### config.mk
export PLATFORM = sky130hd
export DESIGN_NAME = pfsw_top
export DESIGN_NICKNAME = d
export VERILOG_FILES = /design/src/pfsw_pkg.sv /design/src/pfsw_top.sv /design/src/pfsw_latch_bank.sv
export SDC_FILE = /design/constraint.sdc
export NUM_CORES = 1
export LEC_CHECK = 0
export BUFFER_PORTS_ARGS = -buffer_cell sky130_fd_sc_hd__buf_2
export CELL_PAD_IN_SITES_DETAIL_PLACEMENT = 1
export CELL_PAD_IN_SITES_GLOBAL_PLACEMENT = 1
export CORE_MARGIN = 8
export CORE_UTILIZATION = 48
export CTS_BUF_LIST = sky130_fd_sc_hd__clkbuf_16
export CTS_CLUSTER_DIAMETER = 30
export CTS_CLUSTER_SIZE = 30
export DETAILED_ROUTE_END_ITERATION = 12
export PLACE_DENSITY = 0.88
export SKIP_CTS_REPAIR_TIMING = 1
export SLEW_MARGIN = 15
export SYNTH_ARGS = -nofsm -noshare
export SYNTH_HDL_FRONTEND = slang
export SYNTH_SLANG_ARGS = --single-unit
### constraint.sdc
create_clock -name CLOCK -period 4.25 [get_ports CLOCK]
set_input_delay 0.6375 -clock CLOCK [delete_from_list [all_inputs] [get_ports CLOCK]]
set_output_delay 0.6375 -clock CLOCK [all_outputs]
set_load 0.005 [all_outputs]
### src/pfsw_pkg.sv
// Constants, layouts and types shared by the flash self-write controller
`default_nettype none
package pfsw_pkg;
	localparam int unsigned AXI_AW   = 8;
	localparam int unsigned AXI_DW   = 32;
	localparam int unsigned ADDR_W   = 14;
	localparam int unsigned ADRH_W   = 6;
	localparam int unsigned WORD_W   = 14;
	localparam int unsigned DATH_W   = 6;
	localparam int unsigned LATCH_N  = 16;
	localparam int unsigned LIDX_W   = 4;
	localparam int unsigned CTL_W    = 7;

	localparam logic [AXI_AW-1:0] OFS_ADDR_LOW  = 8'h00;
	localparam logic [AXI_AW-1:0] OFS_ADDR_HIGH = 8'h04;
	localparam logic [AXI_AW-1:0] OFS_DATA_LOW  = 8'h08;
	localparam logic [AXI_AW-1:0] OFS_DATA_HIGH = 8'h0c;
	localparam logic [AXI_AW-1:0] OFS_CONTROL   = 8'h10;
	localparam logic [AXI_AW-1:0] OFS_UNLOCK    = 8'h14;

	localparam logic [7:0]        UNLOCK_KEY1   = 8'h55;
	localparam logic [7:0]        UNLOCK_KEY2   = 8'haa;
	localparam logic [WORD_W-1:0] BLANK_WORD    = 14'h3fff;
	localparam logic [1:0]        RESP_OKAY     = 2'h0;
	localparam logic [1:0]        RESP_SLVERR   = 2'h2;

	localparam int unsigned PROG_TIME_NS     = 2000000;
	localparam int unsigned CLK_PERIOD_NS    = 10;
	localparam int unsigned PROG_CYCLES_DEF  = PROG_TIME_NS / CLK_PERIOD_NS;
	localparam int unsigned TMR_W            = 18;

	// Control register layout, bit 0 is the read start
	typedef struct packed {
		logic cfg;
		logic erase;
		logic latch_only_select;
		logic err;
		logic permit;
		logic wr;
		logic rd;
	} pfsw_ctl_t;

	localparam pfsw_ctl_t CTL_RST = '0;

	typedef struct packed {
		logic              rd;
		logic              erase;
		logic              prog_we;
		logic [ADDR_W-1:0] addr;
		logic [WORD_W-1:0] wdata;
	} pfsw_flash_t;

	typedef struct packed {
		logic force_nop;
		logic ignore_slot;
		logic stall;
	} pfsw_cpu_t;

	typedef logic [LATCH_N-1:0][WORD_W-1:0] pfsw_latch_arr_t;

	typedef enum logic [2:0] {
		ST_IDLE,
		ST_RD_SLOT,
		ST_RD_FETCH,
		ST_WR_NOP1,
		ST_WR_NOP2,
		ST_ERASE,
		ST_PROG,
		ST_BUSY
	} pfsw_state_t;

	typedef enum logic [1:0] {
		UL_IDLE,
		UL_KEY1,
		UL_KEY2
	} pfsw_unlock_t;
endpackage
`default_nettype wire

### src/pfsw_top.sv
// Flash program memory read, row erase and self-write controller behind AXI4-Lite
// Functional notes
// - Word address from high and low bytes
// - Start bits set by software, cleared by hardware
// - Erase or write only while permit set
// - System reset during write sets error flag, power reset clears it
// - Unlock register reads back as zero
// - Row is the smallest erased region
// - Hidden latches loaded only through data pair
// - Read fetches in second slot, ignores it
// - Data pair holds until read or write
// - Unlock 55h then AAh, then write start
// - Every erase, load, program needs unlock
// - Write start forces two no-op slots
// - Erase or program stalls processor about 2 ms
// - Latch load adds no stall
// - Erase clears whole row holding address
// - Resume at third instruction after start
// - Latch-only select loads, else programs row
// - Sixteen row-aligned latches, low bits select
// - Latches blank after every erase or program
`timescale 1ns/1ns
`default_nettype none
module pfsw_top #(
	parameter int unsigned PROG_CYCLES = pfsw_pkg::PROG_CYCLES_DEF
) (
	input  wire logic                        CLOCK,
	input  wire logic                        SYS_RST,
	input  wire logic                        PWR_RST,
	input  wire logic [pfsw_pkg::AXI_AW-1:0] S_AXI_AWADDR,
	input  wire logic                        S_AXI_AWVALID,
	output var  logic                        S_AXI_AWREADY,
	input  wire logic [pfsw_pkg::AXI_DW-1:0] S_AXI_WDATA,
	input  wire logic [3:0]                  S_AXI_WSTRB,
	input  wire logic                        S_AXI_WVALID,
	output var  logic                        S_AXI_WREADY,
	output var  logic [1:0]                  S_AXI_BRESP,
	output var  logic                        S_AXI_BVALID,
	input  wire logic                        S_AXI_BREADY,
	input  wire logic [pfsw_pkg::AXI_AW-1:0] S_AXI_ARADDR,
	input  wire logic                        S_AXI_ARVALID,
	output var  logic                        S_AXI_ARREADY,
	output var  logic [pfsw_pkg::AXI_DW-1:0] S_AXI_RDATA,
	output var  logic [1:0]                  S_AXI_RRESP,
	output var  logic                        S_AXI_RVALID,
	input  wire logic                        S_AXI_RREADY,
	output var  pfsw_pkg::pfsw_flash_t       FLASH_REQ,
	input  wire logic [pfsw_pkg::WORD_W-1:0] FLASH_RDATA,
	output var  pfsw_pkg::pfsw_cpu_t         CPU_CTL
);
	import pfsw_pkg::*;

	logic                 aw_held_q, aw_held_d, w_held_q, w_held_d;
	logic [AXI_AW-1:0]    awaddr_q, awaddr_d;
	logic [7:0]           wbyte_q, wbyte_d;
	logic                 wlane_q, wlane_d;
	logic                 awready_q, awready_d, wready_q, wready_d;
	logic                 bvalid_q, bvalid_d, arready_q, arready_d, rvalid_q, rvalid_d;
	logic [1:0]           bresp_q, bresp_d, rresp_q, rresp_d;
	logic [AXI_DW-1:0]    rdata_q, rdata_d;
	logic                 wr_fire, wr_mapped, reg_we, rd_mapped;
	logic [AXI_DW-1:0]    rd_val;

	logic [7:0]           adr_lo_q, adr_lo_d;
	logic [ADRH_W-1:0]    adr_hi_q, adr_hi_d;
	logic [7:0]           dat_lo_q, dat_lo_d;
	logic [DATH_W-1:0]    dat_hi_q, dat_hi_d;
	pfsw_ctl_t            ctl_q, ctl_d, ctl_rst, wctl;
	pfsw_unlock_t         ulk_q, ulk_d;
	pfsw_state_t          state_q, state_d;
	logic [TMR_W-1:0]     tmr_q, tmr_d;
	logic [LIDX_W-1:0]    idx_q, idx_d;
	pfsw_flash_t          flash_q, flash_d;
	pfsw_cpu_t            cpu_q, cpu_d;
	logic                 lat_load, lat_blank;
	pfsw_latch_arr_t      lat_words;
	logic [ADDR_W-1:0]    word_addr;
	logic [WORD_W-1:0]    wr_word;
	logic [LIDX_W-1:0]    latch_idx;

	assign word_addr = {adr_hi_q, adr_lo_q};
	assign wr_word   = {dat_hi_q, dat_lo_q};
	assign latch_idx = word_addr[LIDX_W-1:0];
	assign wctl      = pfsw_ctl_t'(wbyte_q[CTL_W-1:0]);

	always_comb
	begin
		case (awaddr_q)
			OFS_ADDR_LOW, OFS_ADDR_HIGH, OFS_DATA_LOW, OFS_DATA_HIGH,
			OFS_CONTROL, OFS_UNLOCK: wr_mapped = 1'b1;
			default: wr_mapped = 1'b0;
		endcase
		rd_mapped = 1'b1;
		rd_val    = '0;
		case (S_AXI_ARADDR)
			OFS_ADDR_LOW:  rd_val[7:0] = adr_lo_q;
			OFS_ADDR_HIGH: rd_val[ADRH_W-1:0] = adr_hi_q;
			OFS_DATA_LOW:  rd_val[7:0] = dat_lo_q;
			OFS_DATA_HIGH: rd_val[DATH_W-1:0] = dat_hi_q;
			OFS_CONTROL:   rd_val[CTL_W-1:0] = ctl_q;
			OFS_UNLOCK:    rd_val = '0;
			default:       rd_mapped = 1'b0;
		endcase
	end

	// Bus slave: address and data may arrive in either order, one write in flight
	always_comb
	begin
		aw_held_d = aw_held_q;
		w_held_d  = w_held_q;
		awaddr_d  = awaddr_q;
		wbyte_d   = wbyte_q;
		wlane_d   = wlane_q;
		bvalid_d  = bvalid_q;
		bresp_d   = bresp_q;
		rvalid_d  = rvalid_q;
		rresp_d   = rresp_q;
		rdata_d   = rdata_q;
		wr_fire   = aw_held_q && w_held_q && !bvalid_q;
		reg_we    = wr_fire && wr_mapped && wlane_q;
		if (S_AXI_AWVALID && awready_q)
		begin
			aw_held_d = 1'b1;
			awaddr_d  = S_AXI_AWADDR;
		end
		if (S_AXI_WVALID && wready_q)
		begin
			w_held_d = 1'b1;
			wbyte_d  = S_AXI_WDATA[7:0];
			wlane_d  = S_AXI_WSTRB[0];
		end
		if (bvalid_q && S_AXI_BREADY)
			bvalid_d = 1'b0;
		if (wr_fire)
		begin
			aw_held_d = 1'b0;
			w_held_d  = 1'b0;
			bvalid_d  = 1'b1;
			bresp_d   = wr_mapped ? RESP_OKAY : RESP_SLVERR;
		end
		if (rvalid_q && S_AXI_RREADY)
			rvalid_d = 1'b0;
		if (S_AXI_ARVALID && arready_q)
		begin
			rvalid_d = 1'b1;
			rdata_d  = rd_val;
			rresp_d  = rd_mapped ? RESP_OKAY : RESP_SLVERR;
		end
		awready_d = !aw_held_d && !bvalid_d;
		wready_d  = !w_held_d && !bvalid_d;
		arready_d = !rvalid_d;
	end

	always_ff @(posedge CLOCK)
	begin
		if (SYS_RST || PWR_RST)
		begin
			aw_held_q <= 1'b0;
			w_held_q  <= 1'b0;
			awaddr_q  <= '0;
			wbyte_q   <= '0;
			wlane_q   <= 1'b0;
			awready_q <= 1'b0;
			wready_q  <= 1'b0;
			bvalid_q  <= 1'b0;
			bresp_q   <= RESP_OKAY;
			arready_q <= 1'b0;
			rvalid_q  <= 1'b0;
			rresp_q   <= RESP_OKAY;
			rdata_q   <= '0;
		end
		else
		begin
			aw_held_q <= aw_held_d;
			w_held_q  <= w_held_d;
			awaddr_q  <= awaddr_d;
			wbyte_q   <= wbyte_d;
			wlane_q   <= wlane_d;
			awready_q <= awready_d;
			wready_q  <= wready_d;
			bvalid_q  <= bvalid_d;
			bresp_q   <= bresp_d;
			arready_q <= arready_d;
			rvalid_q  <= rvalid_d;
			rresp_q   <= rresp_d;
			rdata_q   <= rdata_d;
		end
	end

	// Registers, unlock tracker and sequencer
	always_comb
	begin
		adr_lo_d  = adr_lo_q;
		adr_hi_d  = adr_hi_q;
		dat_lo_d  = dat_lo_q;
		dat_hi_d  = dat_hi_q;
		ctl_d     = ctl_q;
		ulk_d     = ulk_q;
		state_d   = state_q;
		tmr_d     = tmr_q;
		idx_d     = idx_q;
		flash_d   = '0;
		lat_load  = 1'b0;
		lat_blank = 1'b0;
		// Any other write to a mapped register between the keys breaks the sequence
		if (reg_we)
		begin
			ulk_d = UL_IDLE;
			case (awaddr_q)
				OFS_ADDR_LOW:  adr_lo_d = wbyte_q;
				OFS_ADDR_HIGH: adr_hi_d = wbyte_q[ADRH_W-1:0];
				OFS_DATA_LOW:  dat_lo_d = wbyte_q;
				OFS_DATA_HIGH: dat_hi_d = wbyte_q[DATH_W-1:0];
				OFS_CONTROL:
				begin
					ctl_d.cfg    = wctl.cfg;
					ctl_d.erase  = wctl.erase;
					ctl_d.latch_only_select   = wctl.latch_only_select;
					ctl_d.permit = wctl.permit;
					ctl_d.err    = wctl.err;
					// Start bits can only be set here, never cleared
					if (state_q == ST_IDLE && !wctl.cfg)
					begin
						if (wctl.wr && ulk_q == UL_KEY2)
							ctl_d.wr = 1'b1;
						else if (wctl.rd)
							ctl_d.rd = 1'b1;
					end
				end
				OFS_UNLOCK:
				begin
					if (wbyte_q == UNLOCK_KEY1)
						ulk_d = UL_KEY1;
					else if (wbyte_q == UNLOCK_KEY2 && ulk_q == UL_KEY1)
						ulk_d = UL_KEY2;
				end
				default: ulk_d = UL_IDLE;
			endcase
		end
		case (state_q)
			ST_IDLE:
			begin
				if (ctl_d.wr && !ctl_q.wr)
					state_d = ST_WR_NOP1;
				else if (ctl_d.rd && !ctl_q.rd)
					state_d = ST_RD_SLOT;
			end
			ST_RD_SLOT:
			begin
				state_d      = ST_RD_FETCH;
				flash_d.rd   = 1'b1;
				flash_d.addr = word_addr;
			end
			ST_RD_FETCH:
			begin
				{dat_hi_d, dat_lo_d} = FLASH_RDATA;
				ctl_d.rd = 1'b0;
				state_d  = ST_IDLE;
			end
			ST_WR_NOP1: state_d = ST_WR_NOP2;
			ST_WR_NOP2:
			begin
				if (!ctl_q.permit)
				begin
					ctl_d.wr = 1'b0;
					state_d  = ST_IDLE;
				end
				else if (ctl_q.erase)
				begin
					state_d       = ST_ERASE;
					flash_d.erase = 1'b1;
					flash_d.addr  = {word_addr[ADDR_W-1:LIDX_W], {LIDX_W{1'b0}}};
				end
				else if (ctl_q.latch_only_select)
				begin
					lat_load = 1'b1;
					ctl_d.wr = 1'b0;
					state_d  = ST_IDLE;
				end
				else
				begin
					state_d = ST_PROG;
					idx_d   = '0;
				end
			end
			ST_ERASE:
			begin
				state_d = ST_BUSY;
				tmr_d   = TMR_W'(PROG_CYCLES - 1);
			end
			ST_PROG:
			begin
				flash_d.prog_we = 1'b1;
				flash_d.addr    = {word_addr[ADDR_W-1:LIDX_W], idx_q};
				flash_d.wdata   = lat_words[idx_q];
				idx_d           = idx_q + 1'b1;
				if (idx_q == LIDX_W'(LATCH_N - 1))
				begin
					state_d = ST_BUSY;
					tmr_d   = TMR_W'(PROG_CYCLES - 1);
				end
			end
			ST_BUSY:
			begin
				if (tmr_q == '0)
				begin
					ctl_d.wr  = 1'b0;
					lat_blank = 1'b1;
					state_d   = ST_IDLE;
				end
				else
					tmr_d = tmr_q - 1'b1;
			end
			default: state_d = ST_IDLE;
		endcase
		cpu_d.force_nop   = state_d == ST_WR_NOP1 || state_d == ST_WR_NOP2;
		cpu_d.ignore_slot = state_d == ST_RD_FETCH;
		cpu_d.stall       = state_d == ST_ERASE || state_d == ST_PROG
			|| state_d == ST_BUSY;
		// Warm reset keeps evidence of a write it cut short
		ctl_rst     = CTL_RST;
		ctl_rst.err = ctl_q.err || ctl_q.wr;
	end

	always_ff @(posedge CLOCK)
	begin
		if (PWR_RST || SYS_RST)
		begin
			adr_lo_q <= '0;
			adr_hi_q <= '0;
			dat_lo_q <= '0;
			dat_hi_q <= '0;
			ctl_q    <= PWR_RST ? CTL_RST : ctl_rst;
			ulk_q    <= UL_IDLE;
			state_q  <= ST_IDLE;
			tmr_q    <= '0;
			idx_q    <= '0;
			flash_q  <= '0;
			cpu_q    <= '0;
		end
		else
		begin
			adr_lo_q <= adr_lo_d;
			adr_hi_q <= adr_hi_d;
			dat_lo_q <= dat_lo_d;
			dat_hi_q <= dat_hi_d;
			ctl_q    <= ctl_d;
			ulk_q    <= ulk_d;
			state_q  <= state_d;
			tmr_q    <= tmr_d;
			idx_q    <= idx_d;
			flash_q  <= flash_d;
			cpu_q    <= cpu_d;
		end
	end

	pfsw_latch_bank u_latches (
		.clk   (CLOCK),
		.rst   (SYS_RST || PWR_RST),
		.load  (lat_load),
		.blank (lat_blank),
		.idx   (latch_idx),
		.wdata (wr_word),
		.words (lat_words)
	);

	assign S_AXI_AWREADY = awready_q;
	assign S_AXI_WREADY  = wready_q;
	assign S_AXI_BVALID  = bvalid_q;
	assign S_AXI_BRESP   = bresp_q;
	assign S_AXI_ARREADY = arready_q;
	assign S_AXI_RVALID  = rvalid_q;
	assign S_AXI_RRESP   = rresp_q;
	assign S_AXI_RDATA   = rdata_q;
	assign FLASH_REQ     = flash_q;
	assign CPU_CTL       = cpu_q;
endmodule
`default_nettype wire

### src/pfsw_latch_bank.sv
// Row of hidden program write latches, blank after reset and after each erase or program
`timescale 1ns/1ns
`default_nettype none
module pfsw_latch_bank (
	input  wire logic                      clk,
	input  wire logic                      rst,
	input  wire logic                      load,
	input  wire logic                      blank,
	input  wire logic [pfsw_pkg::LIDX_W-1:0] idx,
	input  wire logic [pfsw_pkg::WORD_W-1:0] wdata,
	output var  pfsw_pkg::pfsw_latch_arr_t words
);
	import pfsw_pkg::*;

	pfsw_latch_arr_t lat_q;
	pfsw_latch_arr_t lat_d;

	for (genvar i = 0; i < LATCH_N; i++)
	begin : g_lat
		always_comb
		begin
			lat_d[i] = lat_q[i];
			if (blank)
				lat_d[i] = BLANK_WORD;
			else if (load && idx == LIDX_W'(i))
				lat_d[i] = wdata;
		end
	end

	always_ff @(posedge clk)
	begin
		if (rst)
			lat_q <= {LATCH_N{BLANK_WORD}};
		else
			lat_q <= lat_d;
	end

	assign words = lat_q;
endmodule
`default_nettype wire

# == After elaboration in Yosys (flattened, before gate mapping) ==
# Cells that the tools add are included.
# word_totals
register_bits,356
latchBits,0
ram_bits,0
romBits,0
input_bits,74
output_inout_bits,75
word_cells,242
n_memories,0
# op_classes
add_sub_neg,2
mul,0
n_div,0
magnitude_cmp,1
n_eq_ne,48
shifts,0
n_mux,67
bitwise,3
n_reduce_logical,69
# op_table
operator,count
binary-select mux 14 bit (select 4 bit),1
case mux 18 bit (3 select lines),1
2-to-1 mux 14 bit,3
case mux 14 bit (3 select lines),1
"== test 4 bit, second input constant",9
2-to-1 mux 18 bit,2
"== test 8 x 4 -> 1 bit, second input constant",4
"== test 8 x 5 -> 1 bit, second input constant",4
logical AND 1 bit,32
case mux 6 bit (5 select lines),1
2-to-1 mux 1 bit,27
"== test 3 bit, second input constant",8
2-to-1 mux 8 bit,3
case mux 3 bit (8 select lines),1
2-to-1 mux 3 bit,7
2-to-1 mux 7 bit,3
zero test 18 bit,1
2-to-1 mux 6 bit,3
"subtractor 18 x 1 -> 18 bit, second input constant",1
"== test 4 x 3 -> 1 bit, second input constant",4
"== test 8 x 3 -> 1 bit, second input constant",2
zero test 8 bit,2
2-to-1 mux 4 bit,4
"== test 3 x 2 -> 1 bit, second input constant",4
other kinds (27),62

# == Longest topological paths before layout ==
# Gate-level depths: netlist of run 1.
# logic_depth
depth_word,13
ltp_mapped,10
mapped_depth_nobuf,7

# == By module ==
# From an unflattened synthesis of run 1, not the netlist that was laid out.
# hier_totals
cells_unflattened,1351
hier_area_um2,14859.3
# by_module_without_submodules
module,n_inst,cells_each,area_per_inst_um2,seq_area_each_um2
pfsw_latch_bank,1,612,7537.2,4484.3
pfsw_top,1,739,7322.0,2652.5

# == Least setup slack after synthesis of run 1 ==
# OpenSTA, ideal clock, no wires.
# synth_path
path_type,register to register
startpoint,register state_q[0]
endpoint,"register u_latches.lat_q, in the netlist u_latches.words[158]"
setup_time_ps,137
arrival_ps,2333
required_ps,4113
slack_ps,1780
path_stages_with_launch,11
n_path_buf,5
period_less_slack_ps,2470
path_cell_list,dfxtp_1 buf_2 or3b_1 clkbuf_1 or4_1 clkbuf_1 or3b_1 clkbuf_1 buf_2 nand2_1 nand3_1
# synth_between
elab_chain_cells,3
elab_cells_between_ends,6
classes_between,eq/ne: 2; mux: 2; reduce/logical: 2
# synth_lines
item,line,text
start: declaration,pfsw_top.sv:70,"pfsw_state_t state_q, state_d;"
start signal: assignment,pfsw_top.sv:349,state_q <= state_d;
== test 3 bit,pfsw_top.sv:240,case (state_q)
2-to-1 mux 1 bit,pfsw_top.sv:240,
OR reduction 2 bit (no source line) / logical AND 1 bit (equally long branches),-,
end signal: assignment,pfsw_latch_bank.sv:33,lat_q <= {LATCH_N{BLANK_WORD}};
end signal: assignment,pfsw_latch_bank.sv:35,lat_q <= lat_d;
end: declaration,pfsw_latch_bank.sv:15,pfsw_latch_arr_t lat_q;
# Several ways; a longest one is shown, not always the timed one.
# A chain may end at the register's enable or synchronous reset.

# == Worst setup path after layout of run 1 ==
# layout_path
startpoint,register state_q[2]
endpoint,"register u_latches.lat_q, in the netlist u_latches.words[67]"
# The elaborated chain is that of the path after synthesis.

==> results of run 1 <==
[cell type report]
class	instances	area, um2
clock inverter	56	489
inverter	12	45.0
timing repair buffer	109	593
tap	402	503
multi-input combinational	1234	7320
clock buffer	78	1950
sequential	354	7140
fill	3496	13300
[cell families (layout without fill, tap and decap cells)]
kind of cell	count (synthesis)	in the layout	share of synthesized area
AO/OA/AOI/OAI	145	145	0.0571
XOR/XNOR	1	1	0.000579
adder cells (fa/ha/maj)	2	2	0.00165
buffers and inverters	185	255	0.0534
flip-flops	354	354	0.471
multiplexers	110	110	0.131
other	1	26	0.000248
AND/OR/NAND/NOR	950	950	0.285
[metal layers]
metal	up-vias	GRT usage	routed length [um]
li1	6034	-	-
met1	6962	0.339	21100
met3	255	0.0750	5290
met4	2	0.170	2800
met5	-	0	11
met2	910	0.492	27700
[metrics by stage]
step            util  cell area, um2  setup slack, ns  power [mW]
3_5_place_dp   0.498           15600             1.13        3.54
6_report       0.576           18000            0.685        9.21
3_3_place_gp   0.498           15600             1.26        3.54
5_1_grt        0.576           18000            0.625        9.39
2_1_floorplan      -           15200             1.78        3.51
4_1_cts        0.576           18000            0.912        9.23
[cells in the final DEF, fill, tap and decap left out, types with 15 or more instances in the layout]
cell type / count
nand2_1: 520
dfxtp_1: 347
nand3_1: 230
buf_2: 95
clkbuf_16: 78
mux4_2: 70
a21oi_1: 53
nor2_1: 51
o21ai_0: 40
mux2i_1: 37
and2_1: 33
conb_1: 26
inv_1: 19
nor3_1: 19
inv_6: 15
[state kept, by name, summed over array words and instances (netlist names), 2 cells and up]
name,flops
CPU_CTL,3
FLASH_REQ,31
S_AXI_RDATA,8
adr_hi_q,6
adr_lo_q,8
awaddr_q,8
ctl_q,7
dat_hi_q,6
dat_lo_q,8
idx_q,4
state_q,3
tmr_q,18
u_latches.words,224
ulk_q,2
wbyte_q,8
[worst paths after layout]
kind | start | to | slack (ns) | depth (start not counted)
setup / recovery | state_q[2]$_SDFF_PP0_ | u_latches.words[67]$_SDFFE_PP1P_ | 0.69 | 5
hold / removal | S_AXI_WSTRB[0] | wlane_q$_SDFFE_PP0P_ | 0.32 | 3
setup reg to reg | state_q[2]$_SDFF_PP0_ | u_latches.words[67]$_SDFFE_PP1P_ | 0.69 | 5
hold reg to reg | S_AXI_RDATA[7]$_SDFFE_PP0P_ | S_AXI_RDATA[7]$_SDFFE_PP0P_ | 0.46 | 2
[worst max-delay path, cell delays in order (launching register included)]
cell and delay, ns:
dfxtp_1 0.64, or3b_1 0.51, nor4_2 0.92, and2_0 0.87, nand2_1 0.32, nand3_1 0.21
[report_power, final]
group / total [mW] / switching, mW / internal [mW]
Combinational: 0.136 / 0.0979 / 0.0376
Sequential: 3.35 / 0.0121 / 3.34
Clock: 5.72 / 2.06 / 3.66
Total: 9.21 / 2.17 / 7.04
==> reports/metrics.csv, run 1 <==
metric,value,unit
period utilization,0.839,
Crit path required time,4.74,ns
crit path max fanout,16,
Leak,7.50,nW
TritonCTS buffer count,74,
outcome,"complete, no violations",
critical path endpoint category,register,
Layout Area Growth over Synthesis,19.2,%
Routability Congestion,0.811,
Arrival @ worst endpoint,4.06,ns
Routed Antenna Nets,0,
GRT Total Usage,0.294,
vias in the first global route,15400,
"Reg clk slew, reported paths",0.06,ns
Synth Register Bits,354,
via count,14200,
drt total wl,56900,um
Via density,6.31,
Clock Sinks,354,
die width,194,um
nets@finish,1861,
initial antenna violation count,1,
Worst Hold Class,in -> reg,
Setup Viol. Count Final,0,
CP startpoint kind,register,
post-synth cell types,63,
Power Density,510,nW/um2
Max-slew headroom,0.208,
DPL Wire Length,30500,um
Final Hold Viols,0,
DR iter-0 viols,1506,
largest net degree at the start of global routing,225,
area of the mapped netlist,15100,um2
Main synth FF type,dfxtp_1,
Synthesis Warnings,0,
initial core utilization,0.483,
core area,31300,um2
drt pass-1 iters,8,
Longest Clk Path Bufs,3,
most common cell in the netlist,nand2_1,
post-synthesis async set-or-reset flop share,0,
fmax,0.281,GHz
H-tree Lvls,3,
I/O pin total,149,
Final Non-Filler Cells,2245,
Post-synth EDFFs,5,
setup TNS,0,ns
post-synthesis sequential area ratio,0.471,
DR DRC count,0,
die footprint,37500,um2
Final min period,3.56,ns
# port buffers,95,
worst hold margin,0.318,ns
max-slew violation count,0,
unrepaired setup endpoints after global routing,false,
CTS tree,built,
Synth area leader,dfxtp_1,
Row Count,65,
n_diodes,0,
share of the synthesized area in the top cell type,0.462,
synthesized instance count,1748,
share of cells above drive strength 1,0.175,
syn avg cell area,8.66,um2
clock skew,0.0356,ns
latest clock arrival within the worst-skew pair,0.58,ns
Die Y,194,um
max cap viols,0,
Setup CP Type,reg -> reg,
CTS root buf,clkbuf_16,
wire length per cell,25.4,um
first-pass GRT wire length,88600,um
commonest cells in the synthesized netlist,"nand2_1, dfxtp_1, nand3_1",
DP Cell Count,2111,
Max VDD drop,392,uV
largest cells by area after synthesis,"dfxtp_1, nand2_1, mux4_2, nand3_1, clkbuf_1",
gr ovfl total,0,
Worst-Margin Slew,1.18,ns
Power figures use the tool's default switching activity.
==> run 2: changes to the inputs <==
ABC_AREA = 1   (was not set)
CORE_UTILIZATION = 45   (was 48)
PLACE_DENSITY = 0.84   (was 0.88)
clock period = 3.7 ns   (was 4.25 ns; I/O delays follow)
==> reports/metrics.csv, run 2 <==
metric,value,unit,change
die footprint,42900,um2,+14%
H-tree Lvls,3,,unchanged
"most common cell after layout, fill and taps aside",nand2_1,,
die width,207,um,+7.0%
CTS root buf,clkbuf_16,,
gr ovfl total,0,,unchanged
Seq pwr share,0.354,,-0.010
Leak,9.55,nW,+27%
first-pass GRT wire length,87000,um,-1.8%
slowest CP cell,nor3_4,,
initial antenna violation count,0,,-1
post-synth cell types,44,,-30%
Psw,2.36,mW,+8.9%
commonest cells in the synthesized netlist,"nand2_1, dfxtp_1, nor2_1",,
post-synthesis compound-gate area fraction,0.263,,+0.206
Clock Sinks,354,,unchanged
setup TNS,0,ns,unchanged
switch share,0.217,,-0.0187
max-slew violation count,0,,unchanged
CTS tree,built,,
Finished Cell Area,19400,um2,+7.3%
Max VDD drop,384,uV,-1.9%
core area,36300,um2,+16%
XOR/XNOR Fraction of Synth Area,0.00480,,+0.00422
Main synth FF type,dfxtp_1,,
Crit path required time,4.12,ns,-0.62 ns
Setup CP Type,reg -> reg,,
Logic pwr share,0.017,,+0.002
I/O pin total,149,,unchanged
Largest register FFs,224,,unchanged
CP startpoint kind,register,,
Top delay family on crit path,simple AND/OR/NAND/NOR gates,,
Post-synth EDFFs,5,,unchanged
DPL Wire Length,31900,um,+4.8%
post-synthesis sequential area ratio,0.434,,-0.0371
post-synthesis async set-or-reset flop share,0,,unchanged
post-synthesis adder-cell area fraction,0.00152,,-0.000130
area of the mapped netlist,16400,um2,+8.5%
Max-slew headroom,0.379,,+0.170
critical path endpoint category,register,,
Critical path buffers and inverters,5,,+5
Worst Hold Class,in -> reg,,
largest cells by area after synthesis,"dfxtp_1, o211ai_2, nand2_1, nor2_1, o211ai_1",,
Worst-Margin Slew,0.926,ns,-0.255 ns
Int Power,8.53,mW,+21%
main combinational cell family by area after synthesis,compound AO/OA/AOI/OAI gates,,
via count,14900,,+5.3%
Post-Place Cell Area,16800,um2,+7.7%
Fillers,4310,,+23%
share of cells above drive strength 1,0.223,,+0.0477
Final Hold Viols,0,,unchanged
# port buffers,95,,unchanged
most common cell in the netlist,nand2_1,,
vias in the first global route,16100,,+4.7%
hold wc startpoint,S_AXI_AWADDR[0],,
worst r2r src,state_q[2]$_SDFF_PP0_,,
DR iter-0 viols,1093,,-27%
Via density,5.82,,-7.8%
TritonCTS buffer count,75,,+1.4%
crit path cell chain,"inv_2, nor2_4, inv_2, nor2_4, inv_2, nor2_4, inv_2, nor3_4, buf_4, nand2_8, nand2_1, o211ai_2",,
unrepaired setup endpoints after global routing,false,,
Synth area leader,dfxtp_1,,
Longest Clk Path Bufs,3,,unchanged
DR DRC count,0,,unchanged
crit path max fanout,28,,+12
Synth Register Bits,354,,unchanged
Clock power frac,0.629,,+0.008
dominant cell type by count on the critical path,inv_2,,
Synthesis Warnings,0,,unchanged
Setup Viol. Count Final,0,,unchanged
Final min period,2.84,ns,-0.721 ns
Synth Area in Simple Gates,0.211,,-0.0736
clock skew,0.0242,ns,-0.0114 ns
outcome,"complete, no violations",,
Row Count,70,,+7.7%
drt pass-1 iters,7,,-1
max cap viols,0,,unchanged
fmax,0.352,GHz,+25%
wire length per cell,21.3,um,-16%
Final Non-Filler Cells,2563,,+14%
Routed Antenna Nets,0,,unchanged
drt total wl,54600,um,-4.0%
Routability Congestion,0.857,,+5.7%
Power Density,563,nW/um2,+10%
"Reg clk slew, reported paths",0.05,ns,about the same
initial core utilization,0.453,,-0.0304
Layout Area Growth over Synthesis,17.8,%,
Arrival @ worst endpoint,3.26,ns,-0.80 ns
n_diodes,0,,unchanged
GRT Total Usage,0.246,,-0.0479
synthesized instance count,1989,,+14%
"commonest non-fill, non-tap cells in the layout","nand2_1, dfxtp_1, nor2_1",,
largest net degree at the start of global routing,89,,-60%
latest clock arrival within the worst-skew pair,0.59,ns,about the same
share of the synthesized area in the top cell type,0.425,,-0.0363
period utilization,0.768,,-0.0703
CP startpoint,state_q[2]$_SDFF_PP0_,,
DP Cell Count,2431,,+15%
nets@finish,2116,,+14%
CP peak stage delay,0.63,ns,-0.29 ns
post-synthesis mux area share,0,,-0.131
Die Y,207,um,+7.0%
syn avg cell area,8.26,um2,-4.6%
[run 2: metrics by stage]
step,setup slack (ns),utilization,power [mW],hold WS [ns]
floorplan,1.63,-,4.06,0.425
global placement,1.02,0.463,4.10,0.453
detailed placement,0.927,0.463,4.10,0.460
CTS,0.848,0.534,10.9,0.217
global route,0.688,0.534,11.1,0.248
finish,0.857,0.534,10.9,0.231
[run 2: final timing paths]
check                                                         to  slack [ns]  depth (start not counted)
worst max-delay path            u_latches.words[44]$_SDFFE_PP1P_        0.86                         12
worst min register to register           S_AXI_WREADY$_SDFF_PP0_        0.47                          1
worst min-delay path                    awaddr_q[0]$_SDFFE_PP0P_        0.23                          3
worst max register to register  u_latches.words[44]$_SDFFE_PP1P_        0.86                         12
[run 2: logic make-up after synthesis]
family	count (synthesis)
AOI/OAI and AO/OA	569
xor gates and xnor gates	9
adders and majority gates	2
buffers and inverters	272
DFF	354
other	1
and+or+nand+nor	782
[run 2: worst register-to-register path, cell delays in order (launching register included)]
cell and delay, ns:
dfxtp_1 0.41, inv_2 0.11, nor2_4 0.10, inv_2 0.05, nor2_4 0.09, inv_2 0.06
nor2_4 0.08, inv_2 0.05, nor3_4 0.63, buf_4 0.51, nand2_8 0.30, nand2_1 0.19
o211ai_2 0.11
[run 2: final cells by class]
type	instances	area, um2	area share
multi-input cells	1388	8010	0.414
flip-flops and latches	354	7140	0.369
clock buffers	78	1950	0.101
repair buffers	114	656	0.0339
clock inverters	54	614	0.0317
well taps	468	586	0.0303
inverters	107	402	0.0208
[run 2: power by group through the flow]
stage                     clock network (mW)  registers [mW]  logic, mW
after floorplan                            0            3.92      0.135
after global placement                     0            3.92      0.176
after detailed placement                   0            3.92      0.180
after CTS                               6.91            3.85      0.184
after global routing                    7.09            3.85      0.202
final                                   6.85            3.85      0.186
[run 2: per-layer routing]
metal	GRT usage	vias up	wire length [um]
li1	-	6887	-
met2	0.433	477	27200
met5	0	-	0
met4	0.111	0	2000
met3	0.0435	151	3060
met1	0.290	7394	22400
